[config.mk]
export PLATFORM = sky130hd
export DESIGN_NAME = sacg_top
export DESIGN_NICKNAME = d
export VERILOG_FILES = /design/src/rtl/sacg_sync.v /design/src/rtl/sacg_start_gen.v /design/src/rtl/sacg_top.v
export VERILOG_INCLUDE_DIRS = /design/src /design/src/inc
export SDC_FILE = /design/constraint.sdc
export NUM_CORES = 1
export LEC_CHECK = 0
export ABC_AREA = 1
export ABC_CLOCK_PERIOD_IN_PS = 2700
export BUFFER_PORTS_ARGS = -buffer_cell sky130_fd_sc_hd__buf_2
export CORE_ASPECT_RATIO = 0.6
export CORE_MARGIN = 5
export CORE_UTILIZATION = 30
export DETAILED_ROUTE_END_ITERATION = 10
export PLACE_DENSITY = 0.44
export SLEW_MARGIN = 20
export SYNTH_ARGS = -nofsm -noshare
export SYNTH_HDL_FRONTEND = slang
export SYNTH_HIERARCHICAL = 1
export SYNTH_SLANG_ARGS = --single-unit
[constraint.sdc]
create_clock -name core_clk -period 2.7 [get_ports core_clk]
set_input_delay 0 -clock core_clk [delete_from_list [all_inputs] [get_ports core_clk]]
set_output_delay 0 -clock core_clk [all_outputs]
set_load 0.05 [all_outputs]
[src/inc/sacg_consts.vh]
// Operation
// - converter needs only convert_start_n; it times its own approximation internally.
// - convert start comes from internal generator or external source via select.
// - internal convert start period is cnv_ratio master clocks, set by the cnv_ratio input.
// - master clock is the single core_clk input; there is no clock source select.
// - in serial slave mode the serial bit clock equals the master clock.
// - while busy is active, drive indicator on and expose busy at monitor.
// - results go to host on 16-bit bus, whole-word or byte-wide transfers.
// - capture full 18-bit result; host reads it as two consecutive words, or three consecutive bytes in byte mode.
// - bus updates on falling host_side_busy and rising header_side_busy_n.
// - buffered 16-bit bus carries results in parallel and serial modes.
// - control low: generate starts, buffer data, hold select asserted, and read asserted outside serial mode.
`ifndef SACG_CONSTS_VH
`define SACG_CONSTS_VH
`define SACG_CLK_MHZ 40
`define SACG_CNV_RATIO 16'd40
`define SACG_CNV_LOW 16'd4
`define SACG_RES_W 18
`define SACG_BUS_W 16
`define SACG_SER_BITS 5'd18
`endif

[src/rtl/sacg_sync.v]
`timescale 1ns/1ps
module sacg_sync (
  input wire core_clk,
  input wire arst_n,
  input wire din,
  output reg dout
);
  reg stage;
  always @(posedge core_clk or negedge arst_n) begin
    if (!arst_n) begin
      stage <= 1'b0;
      dout <= 1'b0;
    end else begin
      stage <= din;
      dout <= stage;
    end
  end
endmodule

[src/rtl/sacg_start_gen.v]
`timescale 1ns/1ps
`include "sacg_consts.vh"
module sacg_start_gen (
  input wire core_clk,
  input wire arst_n,
  input wire [15:0] ratio,
  output reg start_n
);
  reg [15:0] cnt;
  // period is ratio master clocks, so it scales with the clock itself
  always @(posedge core_clk or negedge arst_n) begin
    if (!arst_n) begin
      cnt <= 16'h0000;
      start_n <= 1'b1;
    end else begin
      if (cnt >= ratio - 16'h0001) begin
        cnt <= 16'h0000;
      end else begin
        cnt <= cnt + 16'h0001;
      end
      start_n <= (cnt >= `SACG_CNV_LOW);
    end
  end
endmodule

[src/rtl/sacg_top.v]
`timescale 1ns/1ps
`include "sacg_consts.vh"
module sacg_top (
  input wire core_clk,
  input wire arst_n,
  input wire control,
  input wire external_start_select,
  input wire ext_convert_start_n,
  input wire [15:0] cnv_ratio,
  input wire serial_mode,
  input wire serial_slave,
  input wire byte_mode,
  input wire conv_busy,
  input wire [17:0] adc_par_data,
  input wire serial_result_out,
  input wire host_read_strobe,
  output wire convert_start_n,
  output wire adc_cs_n,
  output wire adc_rd_n,
  output wire adc_sclk,
  output wire busy_led,
  output wire busy_monitor,
  output reg [15:0] buffered_conv_data,
  output reg host_side_busy,
  output reg header_side_busy_n,
  output reg read_overrun_flag,
  output reg word_phase
);
  wire s_busy;
  wire s_ext;
  wire s_sdo;
  wire s_rd;
  wire gen_start_n;
  reg busy_q;
  reg act_q;
  reg rd_q;
  wire [17:0] fresh;
  reg [17:0] result;
  reg [17:0] shift;
  reg [4:0] bit_cnt;
  reg shifting;
  reg [1:0] part;
  reg unread;
  reg [15:0] next_bus;

  sacg_sync u_sb (.core_clk(core_clk), .arst_n(arst_n), .din(conv_busy), .dout(s_busy));
  // synchronised inverted so the reset value matches the idle-high pin: no false start after reset
  sacg_sync u_se (.core_clk(core_clk), .arst_n(arst_n), .din(~ext_convert_start_n), .dout(s_ext));
  sacg_sync u_sd (.core_clk(core_clk), .arst_n(arst_n), .din(serial_result_out), .dout(s_sdo));
  sacg_sync u_sr (.core_clk(core_clk), .arst_n(arst_n), .din(host_read_strobe), .dout(s_rd));

  sacg_start_gen u_gen (
    .core_clk(core_clk),
    .arst_n(arst_n),
    .ratio(cnv_ratio),
    .start_n(gen_start_n)
  );

  // the converter times its own approximation; only this strobe is sent
  assign convert_start_n = external_start_select ? ~s_ext : gen_start_n;
  // stand-alone keeps the parallel port permanently selected, and read only outside serial mode
  assign adc_cs_n = control;
  assign adc_rd_n = control | serial_mode;
  // clock pass-through; the master clock itself, not a divided copy
  assign adc_sclk = serial_mode & serial_slave & core_clk;
  assign busy_led = s_busy;
  assign busy_monitor = s_busy;

  wire busy_fall = busy_q & ~s_busy;
  assign fresh = serial_mode ? result : adc_par_data;
  wire rd_rise = s_rd & ~rd_q;

  always @* begin
    // part is the unit now shown; this is the unit a read moves on to (low first, wraps)
    next_bus = 16'h0000;
    if (byte_mode) begin
      case (part)
        2'd0: next_bus = {8'h00, result[15:8]};
        2'd1: next_bus = {14'h0000, result[17:16]};
        2'd2: next_bus = {8'h00, result[7:0]};
        default: next_bus = 16'h0000;
      endcase
    end else begin
      case (part)
        2'd0: next_bus = {14'h0000, result[17:16]};
        2'd1: next_bus = result[15:0];
        default: next_bus = 16'h0000;
      endcase
    end
  end

  always @(posedge core_clk or negedge arst_n) begin
    if (!arst_n) begin
      busy_q <= 1'b0;
      act_q <= 1'b0;
      rd_q <= 1'b0;
      result <= 18'h00000;
      shift <= 18'h00000;
      bit_cnt <= 5'd0;
      shifting <= 1'b0;
      part <= 2'd0;
      unread <= 1'b0;
      buffered_conv_data <= 16'h0000;
      host_side_busy <= 1'b0;
      header_side_busy_n <= 1'b1;
      read_overrun_flag <= 1'b0;
      word_phase <= 1'b0;
    end else begin
      busy_q <= s_busy;
      act_q <= s_busy | shifting;
      rd_q <= s_rd;
      host_side_busy <= s_busy | shifting;
      header_side_busy_n <= ~(s_busy | shifting);
      if (serial_mode) begin
        if (busy_fall) begin
          shifting <= 1'b1;
          bit_cnt <= 5'd0;
        end else if (shifting) begin
          shift <= {shift[16:0], s_sdo};
          bit_cnt <= bit_cnt + 5'd1;
          if (bit_cnt == `SACG_SER_BITS - 5'd1) begin
            shifting <= 1'b0;
            result <= {shift[16:0], s_sdo};
          end
        end
      end else if (busy_fall) begin
        result <= adc_par_data;
      end
      // new result is published only once busy (and shifting) is over
      // act_q remembers the last cycle of activity, so the serial end is seen after result is loaded
      if (act_q & ~(s_busy | shifting)) begin
        part <= 2'd0;
        buffered_conv_data <= byte_mode ? {8'h00, fresh[7:0]} : fresh[15:0];
        word_phase <= 1'b0;
        read_overrun_flag <= unread;
        unread <= 1'b1;
      end else if (rd_rise & ~(s_busy | shifting)) begin
        // the last word wraps back to the first, so a re-read stays consistent
        if ((byte_mode && part == 2'd2) || (!byte_mode && part == 2'd1)) begin
          part <= 2'd0;
          unread <= 1'b0;
        end else begin
          part <= part + 2'd1;
        end
        buffered_conv_data <= next_bus;
        word_phase <= ~word_phase;
      end
    end
  end
endmodule

-- Word level (Yosys, flattened, before mapping)
Index checks and enable logic that the tools add are counted.
- output and inout bits: 26
- word-level logic and storage cells: 89
- bits in registers: 91
- muxes and demuxes: 27
- bitwise logic cells: 15
- equality and inequality tests: 4
- add/subtract/negate cells: 4
- reductions and logical operators: 14
- order comparisons: 2
- operator list (kind ; count):
    16-bit 2-to-1 mux ; 6
    18-bit 2-to-1 mux ; 5
    16-bit one-hot mux with 2 select lines ; 1
    8-bit one-hot mux with 3 select lines ; 1
    16-bit by 1-bit adder with 16-bit output, second input constant ; 1
    16-bit >= comparator ; 1
    16-bit by 3-bit >= comparator with 1-bit output, second input constant ; 1
    16-bit by 1-bit subtractor with 16-bit output, second input constant ; 1
    5-bit 2-to-1 mux ; 2
    2-bit nonzero test ; 5
    1-bit 2-to-1 mux ; 9
    1-bit inverter ; 7
    1-bit AND ; 6
    2-bit 2-to-1 mux ; 3
    5-bit by 1-bit adder with 5-bit output, second input constant ; 1
    5-bit == test, second input constant ; 1
    2-bit AND reduction ; 2
    4-bit AND reduction ; 1
    3-bit AND reduction ; 1
    2-bit by 1-bit adder with 2-bit output, second input constant ; 1
    2-bit by 1-bit == test with 1-bit output, second input constant ; 1
    2-bit == test, second input constant ; 1
    1-bit logical AND ; 2
    2-bit logical NOT ; 1
    4 further kinds ; 5

-- Logic depth before layout (Yosys ltp)
- depth in word-level cells: 6
- depth in mapped cells: 17

-- By module
Netlist, hierarchy kept.
- modules (own cells, without submodules) (module ; instances ; area an instance (um^2) ; cells an instance):
    sacg_top ; 1 ; 3711.1 ; 512
    sacg_start_gen ; 1 ; 1594.0 ; 225
    sacg_sync ; 4 ; 50.0 ; 2

==> results.json <==
{
  "status": "completed",
  "seq_power_share_pct": 38.9,
  "port_buffers": 70,
  "min-delay-path-class": "input pin to flop",
  "drt_wl_total_mm": 14.36,
  "final_cell_count_no_fill": 1068,
  "slew_viol_final": 0,
  "critical_path_peak_fanout": 13,
  "whs_ns": 0.01667,
  "placeableCoreArea_um2": 18070,
  "cts_tree": "done",
  "period_minus_slack_ns": 2.050,
  "relative_contribution_of_the_clock_network_to_total_power_pct": 27.7,
  "dpl.hpwl_mm": 10.97,
  "weighted_congestion_reported_at_the_end_of_routability_driven_placement": 0.8877,
  "placement_rows": 38,
  "power_report.internal_total_mw": 3.119,
  "finalCoreUtilization_pct": 36.25,
  "power_per_cell_area_nw_per_um2": 805.6,
  "rr_worst_depth": 7,
  "netlist.area_leader.share_pct": 40.45,
  "max_clock_freq_ghz": 0.4879,
  "synthesis.area_um2": 5505,
  "synth.lib_cells_used.distinct": 31,
  "dieArea_um2": 21250,
  "timing.clock.skew_ns": 0.01176,
  "num_vias": 4782,
  "antennaDiodeCount": 0,
  "timing.final.crit_share_pct": 75.91,
  "synth-edff-count": 0,
  "fraction_of_power_spent_switching_nets_pct": 40.88,
  "post_dp_cell_area_um2": 6036,
  "post-place-cells": 1034,
  "timing.max_slew.rel_slack_pct": 42.27,
  "yosysMostFrequentCell": "nand2_1",
  "synth_commonest_cells": "nand2_1 (237), nor2_1 (113), dfrtp_1 (89)",
  "final_nets": 895,
  "mean_cell_area_of_the_mapped_netlist_um2": 7.390,
  "fraction_of_the_yosys_area_taken_by_sequential_cells_pct": 41.41,
  "synth.ff_latch_count": 91,
  "number_of_instances_in_the_synthesized_netlist": 745,
  "grt_start_max_net_pins": 92,
  "gr-total-overflow": 0,
  "cp_data_required_time_ns": 3.02,
  "vias_per_cell": 4.478,
  "dieHeight_um": 114.9,
  "final_layout_size_suffix_gt1_share_pct": 14.61,
  "gr-usage-all-layers_pct": 14.30,
  "antenna_found_initial": 0,
  "synth_flop_cell": "dfrtp_1",
  "vias_in_the_first_global_route": 4725,
  "finalHoldViolations": 0,
  "first_pass_grt_wire_length_mm": 24.10,
  "area.growth.synth_to_final_pct": 18.98,
  "start_util_pct": 30.47,
  "mappedNetlistNets": 817,
  "async_reset_ff_share_pct": 100.0,
  "p_comb_share_pct": 33.4,
  "cp_class": "flop to flop",
  "yosysTopAreaCell": "dfrtp_1",
  "routedWlPerCell_um": 13.44,
  "clk-insertion-delay-late_ns": 0.45,
  "holdPathStages": 6,
  "startpoint_type": "flop",
  "fp.dieW_um": 184.9,
  "tightestPinTransition_ns": 0.8650,
  "synth_area_leaders": "dfrtp_1 (40%), nand2_1 (16%), nor2_1 (7.7%)",
  "worst_setup_path_end_kind": "flop",
  "worstPathArrival_ns": 2.37,
  "final-setup-viol-count": 0,
  "grt_setup_unrepaired": "no",
  "post_cts_buffers": 0,
  "remaining_design_rule_violation_count": 0,
  "synth-warning-count": 6,
  "final_area_um2": 6550,
  "dr.pass1.iters": 5,
  "cts_clk_pin_slew_worst_paths_ns": 0.07,
  "ios": 71,
  "netSwitchingPower_mw": 2.157,
  "p_leak_nw": 3.302,
  "detailedRoute.firstIterationViolations": 291,
  "total_of_max_cap_violations": 0,
  "antenna_violating_nets_post_route": 0,
  "tns_ns": 0,
  "peakVddDrop_v": 0.0004794
}
power by group through the flow:
stage	clock network, mW	logic, mW	registers (mW)
floorplan	0.0187	0.882	2.42
global placement	0.0222	1.73	2.06
detailed placement	0.0222	1.75	2.08
CTS	1.51	1.78	2.06
global route	1.57	2.00	2.11
finish	1.46	1.76	2.05
kinds of logic (layout without fill, tap and decap cells):
logic type	count (synthesis)	in the layout	synth area share (%)
adders and majority gates	27	27	6.136
buffers and inverters	102	185	8.250
AOI/OAI and AO/OA	61	61	6.159
DFF	91	91	41.41
and+or+nand+nor	440	440	34.23
xor gates and xnor gates	24	24	3.818
timing repair:
item / CTS / global route
hold buffers: 15 / 0
setup endpoints to repair: 0 / 0
endpoints found under the hold margin: 111 / 0
resized for setup: 0 / 0
cell usage in the layout (no fill, tap or decap), types with 2 or more instances in the layout:
cell | netlist | layout
nand2_1 | 237 | 237
inv_1 | 75 | 75
nor3_1 | 3 | 3
xor2_1 | 16 | 16
clkbuf_16 | 0 | 12
buf_4 | 9 | 4
o21ai_1 | 2 | 2
nor3_2 | 3 | 3
ha_1 | 27 | 27
buf_2 | 6 | 69
dfrtp_1 | 89 | 89
xnor2_1 | 8 | 8
clkinv_4 | 0 | 3
nand2_4 | 3 | 3
nand2_2 | 7 | 7
dfstp_2 | 2 | 2
o21bai_1 | 12 | 12
nand4_1 | 11 | 11
dlygate4sd3_1 | 0 | 15
inv_2 | 2 | 2
nor2_4 | 4 | 4
a21oi_1 | 10 | 10
nor4_1 | 3 | 3
nor2_2 | 4 | 4
nand3_1 | 48 | 48
nor2_1 | 113 | 113
o21ai_0 | 36 | 36
state kept, by name (all words and copies together) (netlist names):
signal,cells
act_q,1
bit_cnt,5
buffered_conv_data,16
busy_q,1
header_side_busy_n,1
part,2
rd_q,1
read_overrun_flag,1
result,18
shift,17
shifting,1
u_gen/cnt,16
u_gen/start_n,1
u_sb/dout,1
u_sb/stage,1
u_sd/dout,1
u_sd/stage,1
u_se/dout,1
u_se/stage,1
u_sr/dout,1
u_sr/stage,1
unread,1
word_phase,1
layer usage:
layer | vias up | GRT usage (%) | wire length [um]
met2 | 96 | 18.57 | 5279
met5 | - | 0 | 0
met3 | 17 | 3.541 | 713
met4 | 0 | 3.226 | 128
met1 | 2185 | 23.23 | 8236
li1 | 2484 | - | -
final timing paths:
| path | start | slack, ns | to |
|---|---|---|---|
| hold / removal | adc_par_data[13] | 0.02 | result[13]$_DFFE_PN0P_ |
| hold reg to reg | u_sb/stage$_DFF_PN0_ | 0.35 | u_sb/dout$_DFF_PN0_ |
| setup / recovery | part[1]$_DFFE_PN0P_ | 0.65 | unread$_DFFE_PN0P_ |
| setup reg to reg | part[1]$_DFFE_PN0P_ | 0.65 | unread$_DFFE_PN0P_ |
| max in group asynchronous | arst_n | 2.17 | result[1]$_DFFE_PN0P_ |
| min in group asynchronous | arst_n | 0.12 | u_sb/stage$_DFF_PN0_ |
critical path, cell delays in order, from the launching register on:
cell     delay (ns)
dfrtp_1        0.44
inv_1          0.11
ha_1           0.44
inv_1          0.08
nor2_1         0.48
a21oi_1        0.14
o21ai_0        0.18
nand2_1        0.06
through the flow:
stage	setup WS, ns	total power [mW]
2_1_floorplan	0.7866	3.322
3_3_place_gp	0.5268	3.813
3_5_place_dp	0.4193	3.852
4_1_cts	0.7023	5.341
5_1_grt	0.4697	5.681
6_report	0.6503	5.276
layout make-up:
| cell class | count | area [um2] |
|---|---|---|
| fill | 1936 | 11520 |
| multi-input combinational | 552 | 2771 |
| sequential | 91 | 2280 |
| timing repair buffer | 88 | 540.5 |
| clock buffer | 15 | 322.8 |
| tap | 240 | 300.3 |
| inverter | 77 | 289.0 |
| clock inverter | 5 | 46.29 |
Power figures use the tool's default switching activity.
